File: config.mk
export PLATFORM = sky130hd
export DESIGN_NAME = flash_array_control_unit
export DESIGN_NICKNAME = d
export VERILOG_FILES = /design/src/inc/flash_ctl_pkg.sv /design/src/hw/pump_divider.sv /design/src/hw/flash_array_control_unit.sv
export SDC_FILE = /design/constraint.sdc
export NUM_CORES = 1
export LEC_CHECK = 0
export ABC_AREA = 0
export BUFFER_PORTS_ARGS = -buffer_cell sky130_fd_sc_hd__buf_2
export CORE_MARGIN = 8
export CORE_UTILIZATION = 45
export DETAILED_ROUTE_END_ITERATION = 8
export PLACE_DENSITY_LB_ADDON = 0.25
export SYNTH_ARGS = -nofsm -noshare
export SYNTH_HDL_FRONTEND = slang
export SYNTH_HIERARCHICAL = 1
export SYNTH_SLANG_ARGS = --single-unit
File: constraint.sdc
create_clock -name ref_clk -period 1.8 [get_ports ref_clk]
set_input_delay 0.36 -clock ref_clk [delete_from_list [all_inputs] [get_ports ref_clk]]
set_output_delay 0.36 -clock ref_clk [all_outputs]
set_load 0.02 [all_outputs]
File: src/inc/flash_ctl_pkg.sv
// Purpose: Shared constants and carrier types for the flash array control unit.
// Assumes: Byte-wide CPU bus with a 16-bit address, one bus clock.
// Notes: Addresses are the full CPU addresses that the block decodes.
package flash_ctl_pkg;
  localparam logic [15:0] ADDR_CTRL = 16'hFE0B;
  localparam logic [15:0] ADDR_ARRAY_LO = 16'h8000;
  localparam logic [15:0] ADDR_ARRAY_HI = 16'hFDFF;
  localparam logic [15:0] ADDR_PROT_LO = 16'hFF80;
  localparam logic [15:0] ADDR_PROT_HI = 16'hFF81;
  localparam logic [15:0] ADDR_VEC_LO = 16'hFFCC;
  localparam logic [15:0] ADDR_VEC_HI = 16'hFFFF;
  localparam logic [15:0] PROT_BASE_0 = 16'h8000;
  localparam logic [15:0] PROT_BASE_1 = 16'h9000;
  localparam logic [15:0] PROT_BASE_2 = 16'hA000;
  localparam logic [15:0] PROT_BASE_3 = 16'hC000;
  localparam logic [7:0] CTRL_RESET = 8'h00;
  localparam int BIT_DIV_HI = 7;
  localparam int BIT_DIV_LO = 6;
  localparam int BIT_SIZE_HI = 5;
  localparam int BIT_SIZE_LO = 4;
  localparam int BIT_HV = 3;
  localparam int BIT_MARGIN = 2;
  localparam int BIT_ERASE = 1;
  localparam int BIT_PROG = 0;
  localparam int PAGE_BYTES = 8;
  localparam int PAGES_PER_ROW = 8;
  localparam int ROW_BYTES = PAGE_BYTES * PAGES_PER_ROW;
  localparam int ROW_LAST = 511;
  localparam logic [3:0] MARGIN_STRETCH = 4'h8;
  localparam logic [1:0] SIZE_FULL = 2'h0;
  localparam logic [1:0] SIZE_HALF = 2'h1;
  localparam logic [1:0] SIZE_EIGHT_ROWS = 2'h2;
  localparam logic [1:0] SIZE_ROW = 2'h3;
  typedef struct packed {
    logic pump_div_hi;
    logic pump_div_lo;
    logic erase_size_hi;
    logic erase_size_lo;
    logic high_voltage_enable;
    logic margin_select;
    logic erase_select;
    logic program_select;
  } ctrl_t;
  typedef struct packed {
    logic sel;
    logic wr;
    logic [15:0] addr;
    logic [7:0] wdata;
  } bus_req_t;
  typedef enum logic [1:0] {
    SEQ_IDLE = 2'b00,
    SEQ_ARMED = 2'b01,
    SEQ_LATCHED = 2'b10,
    SEQ_CHECKED = 2'b11
  } seq_t;
endpackage : flash_ctl_pkg

File: src/hw/pump_divider.sv
// Purpose: Charge-pump clock divider from the bus clock.
// Assumes: Enable low holds the divider cleared.
// Notes: Output is a registered pump clock pulse, one bus cycle wide per pump period.
`timescale 1ns/100ps
`default_nettype none
module pump_divider (
  input wire logic ref_clk, // Bus clock.
  input wire logic rst_n, // Asynchronous reset, active low.
  input wire logic run, // Divider runs while high.
  input wire logic [1:0] div_sel, // Divide factor select.
  output logic pump_clk // Divided pump clock.
);
  logic [1:0] count;
  logic [1:0] next_count;
  logic next_pump_clk;
  // A pulse every cycle, every second or every fourth cycle gives divide by 1, 2 or 4.
  // A toggling level could not reach divide by 1, so the pump gates the bus clock with it.
  assign next_count = run ? count + 2'h1 : 2'h0;
  assign next_pump_clk = !run ? 1'b0 :
    (div_sel == 2'h0) ? 1'b1 :
    (div_sel == 2'h3) ? (next_count == 2'h3) : next_count[0];
  always_ff @(posedge ref_clk or negedge rst_n) begin
    if (!rst_n) begin
      count <= 2'h0;
      pump_clk <= 1'b0;
    end else begin
      count <= next_count;
      pump_clk <= next_pump_clk;
    end
  end
endmodule : pump_divider
`default_nettype wire

File: src/hw/flash_array_control_unit.sv
// Purpose: Control register and interlocks for one flash array with its charge pump.
// Assumes: Byte-wide CPU bus, accesses one cycle long unless held by wait_req.
// Notes: Array data arrive on array_rdata and are passed back registered.
// What this block does
// - Erased bit reads 0, programmed reads 1.
// - Rows hold eight pages of eight bytes.
// - Smallest erase is one 64-byte row.
// - One program operation writes one page.
// - Decode array, control, protect and vector addresses.
// - Row n starts at 8000 plus 64n.
// - Control register byte, read-write, resets zero.
// - Pump clock divides bus by 1, 2, 4.
// - Block-size bits select erase region size.
// - High voltage set only after proper sequence.
// - High voltage bit drives pump and array.
// - Margin bit refused while high voltage on.
// - Erase and program never both set.
// - Program bit selects program operation.
// - Size codes: full, half, eight rows, row.
// - Protected range clears program or erase select.
// - Margin reads stretched by eight bus cycles.
`timescale 1ns/100ps
`default_nettype none
module flash_array_control_unit (
  input wire logic ref_clk, // Bus clock, 40 MHz.
  input wire logic rst_n, // Asynchronous reset, active low.
  input wire flash_ctl_pkg::bus_req_t bus_req, // CPU access request.
  input wire logic [7:0] array_rdata, // Data sensed from the array.
  input wire logic [3:0] protect_bits, // Block protect byte contents.
  output logic [7:0] bus_rdata, // Read data to the CPU.
  output logic wait_req, // Stretches the current read.
  output flash_ctl_pkg::ctrl_t ctrl, // Control register contents.
  output logic [1:0] erase_size, // Latched erase size code.
  output logic [15:0] op_addr, // Latched operation address.
  output logic array_wr, // Page latch write strobe.
  output logic [7:0] array_wdata, // Data for the page latch.
  output logic [2:0] page_offset, // Byte offset within the page.
  output logic hv_drive, // High voltage to the array.
  output logic pump_clk // Charge pump clock.
);
  flash_ctl_pkg::seq_t seq;
  flash_ctl_pkg::seq_t next_seq;
  flash_ctl_pkg::ctrl_t wreq;
  flash_ctl_pkg::ctrl_t next_ctrl;
  logic [3:0] stretch;
  logic [3:0] next_stretch;
  logic [3:0] prot_latched;
  logic [15:0] prot_base;
  logic hit_ctrl;
  logic hit_array;
  logic hit_prot;
  logic hit_vec;
  logic array_access;
  logic ctrl_wr;
  logic array_rd;
  logic op_on;
  logic range_end_hi;
  logic range_protected;
  logic hv_ok;
  logic new_prog;
  logic new_erase;
  logic [7:0] next_rdata;
  logic [15:0] range_hi;
  assign hit_ctrl = bus_req.sel && bus_req.addr == flash_ctl_pkg::ADDR_CTRL;
  assign hit_array = bus_req.addr >= flash_ctl_pkg::ADDR_ARRAY_LO &&
    bus_req.addr <= flash_ctl_pkg::ADDR_ARRAY_HI;
  assign hit_prot = bus_req.addr >= flash_ctl_pkg::ADDR_PROT_LO &&
    bus_req.addr <= flash_ctl_pkg::ADDR_PROT_HI;
  assign hit_vec = bus_req.addr >= flash_ctl_pkg::ADDR_VEC_LO;
  assign array_access = bus_req.sel && (hit_array || hit_vec);
  assign ctrl_wr = hit_ctrl && bus_req.wr;
  assign array_rd = array_access && !bus_req.wr;
  assign op_on = ctrl.program_select || ctrl.erase_select;
  assign wreq = flash_ctl_pkg::ctrl_t'(bus_req.wdata);
  // Region end for the latched operation: cared address bits kept, the rest set.
  always_comb begin
    range_hi = flash_ctl_pkg::ADDR_VEC_HI;
    if (ctrl.program_select) begin
      range_hi = {op_addr[15:3], 3'h7};
    end else begin
      unique case ({ctrl.erase_size_hi, ctrl.erase_size_lo})
        flash_ctl_pkg::SIZE_FULL: range_hi = flash_ctl_pkg::ADDR_VEC_HI;
        flash_ctl_pkg::SIZE_HALF: range_hi = {1'b1, op_addr[14], 14'h3FFF};
        flash_ctl_pkg::SIZE_EIGHT_ROWS: range_hi = {1'b1, op_addr[14:9], 9'h1FF};
        flash_ctl_pkg::SIZE_ROW: range_hi = {1'b1, op_addr[14:6], 6'h3F};
      endcase
    end
  end
  // Every protect region runs to the top of memory, so the lowest set bit gives the base.
  // A range touches a protected block as soon as its end reaches that base.
  assign prot_base = prot_latched[0] ? flash_ctl_pkg::PROT_BASE_0 :
    prot_latched[1] ? flash_ctl_pkg::PROT_BASE_1 :
    prot_latched[2] ? flash_ctl_pkg::PROT_BASE_2 : flash_ctl_pkg::PROT_BASE_3;
  assign range_end_hi = range_hi >= prot_base;
  assign range_protected = (prot_latched != 4'h0) && range_end_hi;
  assign hv_ok = op_on && seq == flash_ctl_pkg::SEQ_CHECKED;
  assign new_prog = wreq.program_select && !ctrl.erase_select;
  assign new_erase = wreq.erase_select && !ctrl.program_select &&
    !(wreq.program_select && !ctrl.erase_select);
  always_comb begin
    next_ctrl = ctrl;
    if (ctrl_wr) begin
      next_ctrl = wreq;
      next_ctrl.program_select = new_prog;
      next_ctrl.erase_select = new_erase;
      next_ctrl.high_voltage_enable = wreq.high_voltage_enable && hv_ok;
    end
    if (next_ctrl.high_voltage_enable) begin
      next_ctrl.margin_select = 1'b0;
    end
    if (seq == flash_ctl_pkg::SEQ_CHECKED && op_on && range_protected &&
        !ctrl.high_voltage_enable) begin
      next_ctrl.program_select = 1'b0;
      next_ctrl.erase_select = 1'b0;
      next_ctrl.high_voltage_enable = 1'b0;
    end
  end
  // Sequence: select an operation, read the protect byte, then latch an address.
  always_comb begin
    next_seq = seq;
    if (!next_ctrl.program_select && !next_ctrl.erase_select) begin
      next_seq = flash_ctl_pkg::SEQ_IDLE;
    end else begin
      unique case (seq)
        flash_ctl_pkg::SEQ_IDLE: next_seq = flash_ctl_pkg::SEQ_ARMED;
        flash_ctl_pkg::SEQ_ARMED: begin
          if (bus_req.sel && hit_prot && !bus_req.wr) begin
            next_seq = flash_ctl_pkg::SEQ_LATCHED;
          end
        end
        flash_ctl_pkg::SEQ_LATCHED: begin
          if (array_access && bus_req.wr) begin
            next_seq = flash_ctl_pkg::SEQ_CHECKED;
          end
        end
        flash_ctl_pkg::SEQ_CHECKED: next_seq = seq;
      endcase
    end
  end
  // Margin reads hold the bus for eight extra cycles before data return.
  assign next_stretch = (stretch != 4'h0) ? stretch - 4'h1 :
    (array_rd && ctrl.margin_select && !wait_req) ? flash_ctl_pkg::MARGIN_STRETCH : 4'h0;
  assign next_rdata = hit_ctrl ? ctrl :
    (bus_req.sel && hit_prot) ? {4'h0, protect_bits} :
    array_access ? array_rdata : bus_rdata;
  always_ff @(posedge ref_clk or negedge rst_n) begin
    if (!rst_n) begin
      ctrl <= flash_ctl_pkg::ctrl_t'(flash_ctl_pkg::CTRL_RESET);
      seq <= flash_ctl_pkg::SEQ_IDLE;
      stretch <= 4'h0;
      wait_req <= 1'b0;
      bus_rdata <= 8'h00;
      prot_latched <= 4'h0;
    end else begin
      ctrl <= next_ctrl;
      seq <= next_seq;
      stretch <= next_stretch;
      wait_req <= next_stretch != 4'h0;
      bus_rdata <= next_rdata;
      if (bus_req.sel && hit_prot && !bus_req.wr && op_on) begin
        prot_latched <= protect_bits;
      end
    end
  end
  always_ff @(posedge ref_clk or negedge rst_n) begin
    if (!rst_n) begin
      op_addr <= 16'h0000;
      erase_size <= 2'h0;
      array_wr <= 1'b0;
      array_wdata <= 8'h00;
      page_offset <= 3'h0;
      hv_drive <= 1'b0;
    end else begin
      if (array_access && bus_req.wr && op_on && !ctrl.high_voltage_enable) begin
        op_addr <= bus_req.addr;
      end
      erase_size <= {next_ctrl.erase_size_hi, next_ctrl.erase_size_lo};
      array_wr <= array_access && bus_req.wr && ctrl.program_select;
      array_wdata <= bus_req.wdata;
      page_offset <= bus_req.addr[2:0];
      hv_drive <= next_ctrl.high_voltage_enable;
    end
  end
  pump_divider u_pump_divider (
    .ref_clk(ref_clk),
    .rst_n(rst_n),
    .run(ctrl.high_voltage_enable),
    .div_sel({ctrl.pump_div_hi, ctrl.pump_div_lo}),
    .pump_clk(pump_clk)
  );
endmodule : flash_array_control_unit
`default_nettype wire

==> results.json, run 1 <==
{
  "fin_cells": 411,
  "antenna_found_initial": 0,
  "setup_violations": 5,
  "drcViolationCount": 0,
  "start_util": 0.470,
  "port_buffers": 88,
  "wl_um": 6920,
  "hold_violations": 0,
  "synth_cell_types": 51,
  "path_delay_family": "simple AND/OR/NAND/NOR gates",
  "dr_total_vias": 2115,
  "die_h_um": 92.3,
  "grt.overflow.total": 0,
  "layout.nets": 379,
  "finalCritPeriodShare": 1.05,
  "ys_seq_area_frac": 0.554,
  "min_period_ns": 1.88,
  "clk_pin_slew_ns": 0.07,
  "syn-num-nets": 252,
  "async_flop_share": 1.00,
  "switching_share": 0.239,
  "slew_headroom": 0.742,
  "htreeDepth": 3,
  "post_drt_wl_per_cell_um": 16.8,
  "max_slew.worst_pin.slew_ns": 0.385,
  "slowest_stage": "or3_4",
  "synth_top_family_by_area": "simple AND/OR/NAND/NOR gates",
  "synth_top_area_frac": 0.554,
  "powerDensity_nw_per_um2": 808,
  "comb_power_share": 0.095,
  "fin_skew_ns": 0.00550,
  "synth_compound_area_frac": 0.0966,
  "drive_gt1_frac": 0.534,
  "fmax_mhz": 531,
  "p_clk_frac": 0.446,
  "clk_latency_ns": 0.34,
  "antennaDiodeCount": 0,
  "dp_slack_ns": -0.197,
  "yosys.area_share.simple": 0.156,
  "synth_xor_area_frac": 0.00335,
  "hold_class": "in -> async",
  "p_leak_nw": 1.97,
  "endpoint_kind": "flop",
  "ys_top_cells_by_area": "dfrtp_1, mux2_4, mux2_2",
  "die_w_um": 92.3,
  "muxShareOfSynthArea": 0.135,
  "seq_area_sq_um": 1450,
  "final_common_cell": "buf_2",
  "cts_made_buffers": 9,
  "wl_met1_um": 3070,
  "worstPathCellList": "or3_4, ha_4, o21ai_2, nor4_2, o211a_1, a221o_1, nor3_2",
  "switchingPower_mw": 0.716,
  "status": "finished, violations left",
  "cts_tree": "built",
  "reg2reg_depth": 7,
  "seq_power_share": 0.459,
  "highest_layer": "met4",
  "grt_max_degree": 59,
  "layout_common_cells": "buf_2, dfrtp_1, buf_4",
  "ios": 89,
  "finalPower_mw": 2.99,
  "crit_type": "reg -> reg",
  "r2r-start": "prot_latched[1]",
  "worstPathRequired_ns": 2.03,
  "slowest_delay_ns": 0.41,
  "setup_slack_ns": -0.0837,
  "synth_top_area_cell": "dfrtp_1",
  "worstPathArrival_ns": 2.11,
  "firstDrtPassIters": 4,
  "ys.flop_type": "dfrtp_1",
  "hpwl_um": 5090,
  "dr_wl_met2_um": 3290,
  "crit_fanout": 2,
  "synth_fa_ha_area_frac": 0.0239,
  "drv_cap": 0,
  "clock_sinks": 58,
  "critPathLaunchType": "flop",
  "root_buffer": "clkbuf_8",
  "rsz0062_at_grt": "true",
  "drt-initial-drc-count": 94,
  "synth_warnings": 6,
  "maxSlewViolCount": 0,
  "syn_area_sq_um": 2620,
  "place_inst": 393,
  "synth-seq-cells": 58,
  "final_core_util": 0.664,
  "ant_nets": 0,
  "reg2reg_slack_ns": -0.08,
  "coreArea_sq_um": 5570,
  "dr_wl_met3_um": 419,
  "p_int_mw": 2.28,
  "timing.rr.end": "seq[1]",
  "fillers": 441,
  "vdd_ir_drop_max_mv": 0.396,
  "cts_buffer_depth": 2,
  "grt_usage": 0.163,
  "cts_hold_buf": 0,
  "synth_edf_count": 0,
  "via_per_inst": 5.15,
  "violations": "setup timing",
  "synthCells": 207,
  "multiInputGateArea_sq_um": 1170,
  "area_delta_synth_final_pct": 41.5,
  "grt_pass1_wl_um": 10900,
  "gp_congestion": 0.865,
  "first_global_vias": 2222,
  "path_buf_inv": 0,
  "postSynthAreaPerCell_sq_um": 12.6,
  "placement_rows": 27,
  "dieArea_sq_um": 8510
}
[cells in the mapped netlist (all sizes together) (2+ instances only)]
cell / number
nor4: 3
nand4: 2
buf: 7
mux2: 24
o211a: 2
a22oi: 4
and2: 2
nand4b: 2
or2: 3
nor3: 10
or4: 2
nor2: 12
or3: 2
inv: 3
a31oi: 4
dfrtp: 58
nand2: 12
and3: 6
ha: 5
mux2i: 5
o21ba: 2
o21bai: 2
o21ai: 14
nor2b: 4
[worst max-delay path by stage]
stage | start | to | depth (start not counted)
after global routing | prot_latched[1] | seq[1] | 7
after CTS | prot_latched[2] | seq[1] | 7
after global placement | bus_req[10] | seq[1] | 6
after floorplan | ctrl[0] | seq[1] | 9
after detailed placement | bus_req[10] | seq[1] | 6
final | prot_latched[1] | seq[1] | 7
[power groups by stage]
stage          Clock (mW)  Combinational [mW]  Sequential, mW
2_1_floorplan           0              0.0604            1.46
3_3_place_gp            0               0.284            1.40
3_5_place_dp            0               0.289            1.40
4_1_cts              1.36               0.289            1.37
5_1_grt              1.43               0.307            1.38
6_report             1.33               0.284            1.37
[through the flow]
stage          cell area [sq um]  TNS (ns)  hold slack, ns
3_5_place_dp                3380     -3.94           0.386
4_1_cts                     3610    -0.231          0.0104
5_1_grt                     3700    -0.717          0.0276
2_1_floorplan               2650    -0.483          0.0644
6_report                    3700    -0.315          0.0114
3_3_place_gp                3380     -3.47           0.383
[cell type report]
class                   count  area share
flip-flops and latches     58       0.392
repair buffers            124       0.204
multi-input cells         138       0.317
clock inverters             5      0.0209
inverters                   3     0.00304
clock buffers              11      0.0382
well taps                  72      0.0243
[flip-flops by register name, summed over array words and instances (netlist names)]
name,cells
op_addr,16
array_wdata,8
bus_rdata,8
ctrl,6
prot_latched,4
stretch,4
page_offset,3
seq,2
u_pump_divider/count,2
array_wr,1
erase_size,1
hv_drive,1
u_pump_divider/pump_clk,1
wait_req,1
[what timing repair did]
action / CTS / global route
gates cloned: 0 / 1
pin swaps: 7 / 8
setup buffers: 0 / 1
endpoints found under the hold margin: 0 / 0
gates resized for setup: 1 / 12
endpoints found under the setup margin: 5 / 11
[routing by layer]
layer  up-vias  global-route usage
met2        57               0.244
met3        13              0.0652
li1       1009                   -
met5         -                   0
met1      1036               0.197
met4         0              0.0886
[kinds of logic after synthesis]
logic type,after synthesis
simple gates,67
flops,58
compound gates,36
mux,29
buf+inv,11
fa+ha+maj,5
xor+xnor,1
(Power assumes the default switching activity.)
==> run 2, diff against run 1 <==
--- a/config.mk
+++ b/config.mk
@@ -13,5 +13,4 @@
 export PLACE_DENSITY_LB_ADDON = 0.25
 export SYNTH_ARGS = -nofsm -noshare
 export SYNTH_HDL_FRONTEND = slang
-export SYNTH_HIERARCHICAL = 1
 export SYNTH_SLANG_ARGS = --single-unit
==> results.json, run 2 <==
{
  "setup_violations": 13,
  "cts_made_buffers": 9,
  "clock_sinks": 58,
  "cts_hold_buf": 0,
  "root_buffer": "clkbuf_8",
  "synth_common_cells": "dfrtp_1, mux2_2, nor2_1",
  "design_area_sq_um": 3740,
  "ys_top_cells_by_area": "dfrtp_1, mux2_2, ha_1",
  "hpwl_um": 5100,
  "drive_gt1_frac": 0.569,
  "coreArea_sq_um": 5470,
  "cts_buffer_depth": 2,
  "fmax_mhz": 517,
  "grt_pass1_wl_um": 11000,
  "worstPathArrival_ns": 2.19,
  "post_drt_wl_per_cell_um": 16.1,
  "synthCells": 202,
  "critPathLaunchType": "primary input",
  "final_core_util": 0.684,
  "port_buffers": 88,
  "layout_common_cells": "buf_2, dfrtp_1, buf_4, mux2_2, clkbuf_8",
  "crit_fanout": 5,
  "dr_total_vias": 2131,
  "p_leak_nw": 1.96,
  "top_register": "op_addr",
  "dieArea_sq_um": 8280,
  "endpoint_kind": "flop",
  "grt.overflow.total": 0,
  "crit_type": "in -> reg",
  "synth_top_area_frac": 0.573,
  "area_delta_synth_final_pct": 47.8,
  "via_per_inst": 5.07,
  "vdd_ir_drop_max_mv": 0.517,
  "postSynthAreaPerCell_sq_um": 12.5,
  "grt_max_degree": 59,
  "synth_cell_types": 49,
  "drv_cap": 0,
  "synth_warnings": 0,
  "htreeDepth": 3,
  "placed_cell_area_sq_um": 3380,
  "finalPower_mw": 2.71,
  "final_common_cell": "buf_2",
  "syn-num-nets": 247,
  "setup_tns_ns": -0.800,
  "first_global_vias": 2252,
  "violations": "setup timing",
  "placement_rows": 27,
  "synth_edf_count": 0,
  "clk_pin_slew_ns": 0.06,
  "firstDrtPassIters": 4,
  "drcViolationCount": 0,
  "largest_registers": "op_addr x16, array_wdata x8, bus_rdata x8",
  "grt_usage": 0.166,
  "rsz0062_at_grt": "true",
  "ys_seq_area_frac": 0.573,
  "status": "finished, violations left",
  "die_h_um": 91.0,
  "syn_area_sq_um": 2530,
  "maxSlewViolCount": 0,
  "antenna_found_initial": 0,
  "multiInputGateArea_sq_um": 1140,
  "synth_top_area_cell": "dfrtp_1",
  "die_w_um": 91.0,
  "max_slew.worst_pin.slew_ns": 0.416,
  "min_period_ns": 1.94,
  "setup_slack_ns": -0.135,
  "powerDensity_nw_per_um2": 723,
  "async_flop_share": 1.00,
  "layout.nets": 388,
  "fin_skew_ns": 0.00703,
  "synth-seq-cells": 58,
  "slew_headroom": 0.715,
  "gp_congestion": 0.770,
  "largest_reg_flops": 16,
  "hold_class": "in -> async",
  "ys.flop_type": "dfrtp_1",
  "cts_tree": "built",
  "hold_violations": 0,
  "ant_nets": 0,
  "seq_area_sq_um": 1450,
  "wl_um": 6780,
  "antennaDiodeCount": 0,
  "worstPathRequired_ns": 2.05,
  "clk_latency_ns": 0.33,
  "start_util": 0.463,
  "yosysMostFrequentCell": "dfrtp_1",
  "drt-initial-drc-count": 80,
  "finalCritPeriodShare": 1.08,
  "fillers": 404,
  "ios": 89
}
[run 2: changes by cell type after synthesis, sizes merged, moves of 2 or more]
cell and delta:
a21o +4, a22o +5, a31oi -2, and3 -4, inv +2, nand2 -3
nand2b +2, nor3 -4, nor4 +2, nor4bb +2, o211a -2, o21ai -4
o21ba -2, or3 +2
[run 2: area by class of cell]
type                            instances  area share
Clock buffer                           11      0.0378
Clock inverter                          5     0.00802
Inverter                                5     0.00501
Multi-Input combinational cell        132       0.304
Sequential cell                        58       0.388
Tap cell                               72      0.0241
Timing Repair Buffer                  137       0.233
[run 2: final timing paths]
| check | from | end | slack, ns | depth (start not counted) |
|---|---|---|---|---|
| max in group asynchronous | rst_n | ctrl[0] | 1.52 | 2 |
| worst max register to register | prot_latched[1] | seq[1] | -0.08 | 7 |
| worst min register to register | bus_rdata[4] | bus_rdata[4] | 0.47 | 1 |
| min in group ref_clk | bus_req[7] | array_wdata[7] | 0.15 | 1 |
| worst min-delay path | rst_n | ctrl[6] | 0.02 | 2 |
| worst max-delay path | bus_req[10] | hv_drive | -0.14 | 6 |
[run 2: power by group]
group	leakage [nW]	total, mW	internal, mW	switching [mW]
registers	0.764	1.37	1.35	0.0208
clock network	0.0851	1.02	0.529	0.495
logic	1.11	0.310	0.134	0.176
total	1.96	2.71	2.01	0.692
[run 2: logic make-up (layout without fill, tap and decap cells)]
kind of cell,Yosys count,in the layout,share of synthesized area
compound gates,37,37,0.102
xor+xnor,1,1,0.00346
fa+ha+maj,5,5,0.0247
buf+inv,12,158,0.0262
flops,58,58,0.573
mux,28,28,0.123
simple gates,61,61,0.148
[run 2: layer usage]
layer | vias up | wire length [um] | GRT usage | part of all wire
li1 | 1026 | - | - | -
met2 | 77 | 3170 | 0.265 | 0.47
met4 | 0 | 91 | 0.0764 | 0.013
met5 | - | 0 | 0 | 0
met1 | 1020 | 2970 | 0.197 | 0.44
met3 | 8 | 542 | 0.0584 | 0.080
[run 2: critical path, cell delays in order]
cell	delay, ns
buf_8	0.10
nor4_4	0.27
or4b_4	0.52
or3_4	0.38
or3_1	0.38
a21oi_2	0.16
[run 2: through the flow]
step / std cells / setup slack (ns) / hold WS [ns]
2_1_floorplan: 202 / -0.252 / 0.0644
3_3_place_gp: 392 / -0.478 / 0.386
3_5_place_dp: 392 / -0.555 / 0.382
4_1_cts: 414 / -0.0957 / 0.0214
5_1_grt: 420 / -0.176 / 0.0305
6_report: 420 / -0.135 / 0.0228
[run 2: timing repair]
| item | CTS | global route |
|---|---|---|
| setup endpoints to repair | 31 | 19 |
| pin swaps | 2 | 2 |
| hold endpoints to repair | 0 | 0 |
| setup buffers | 6 | 6 |
| gates cloned | 0 | 0 |
| resized for setup | 16 | 8 |
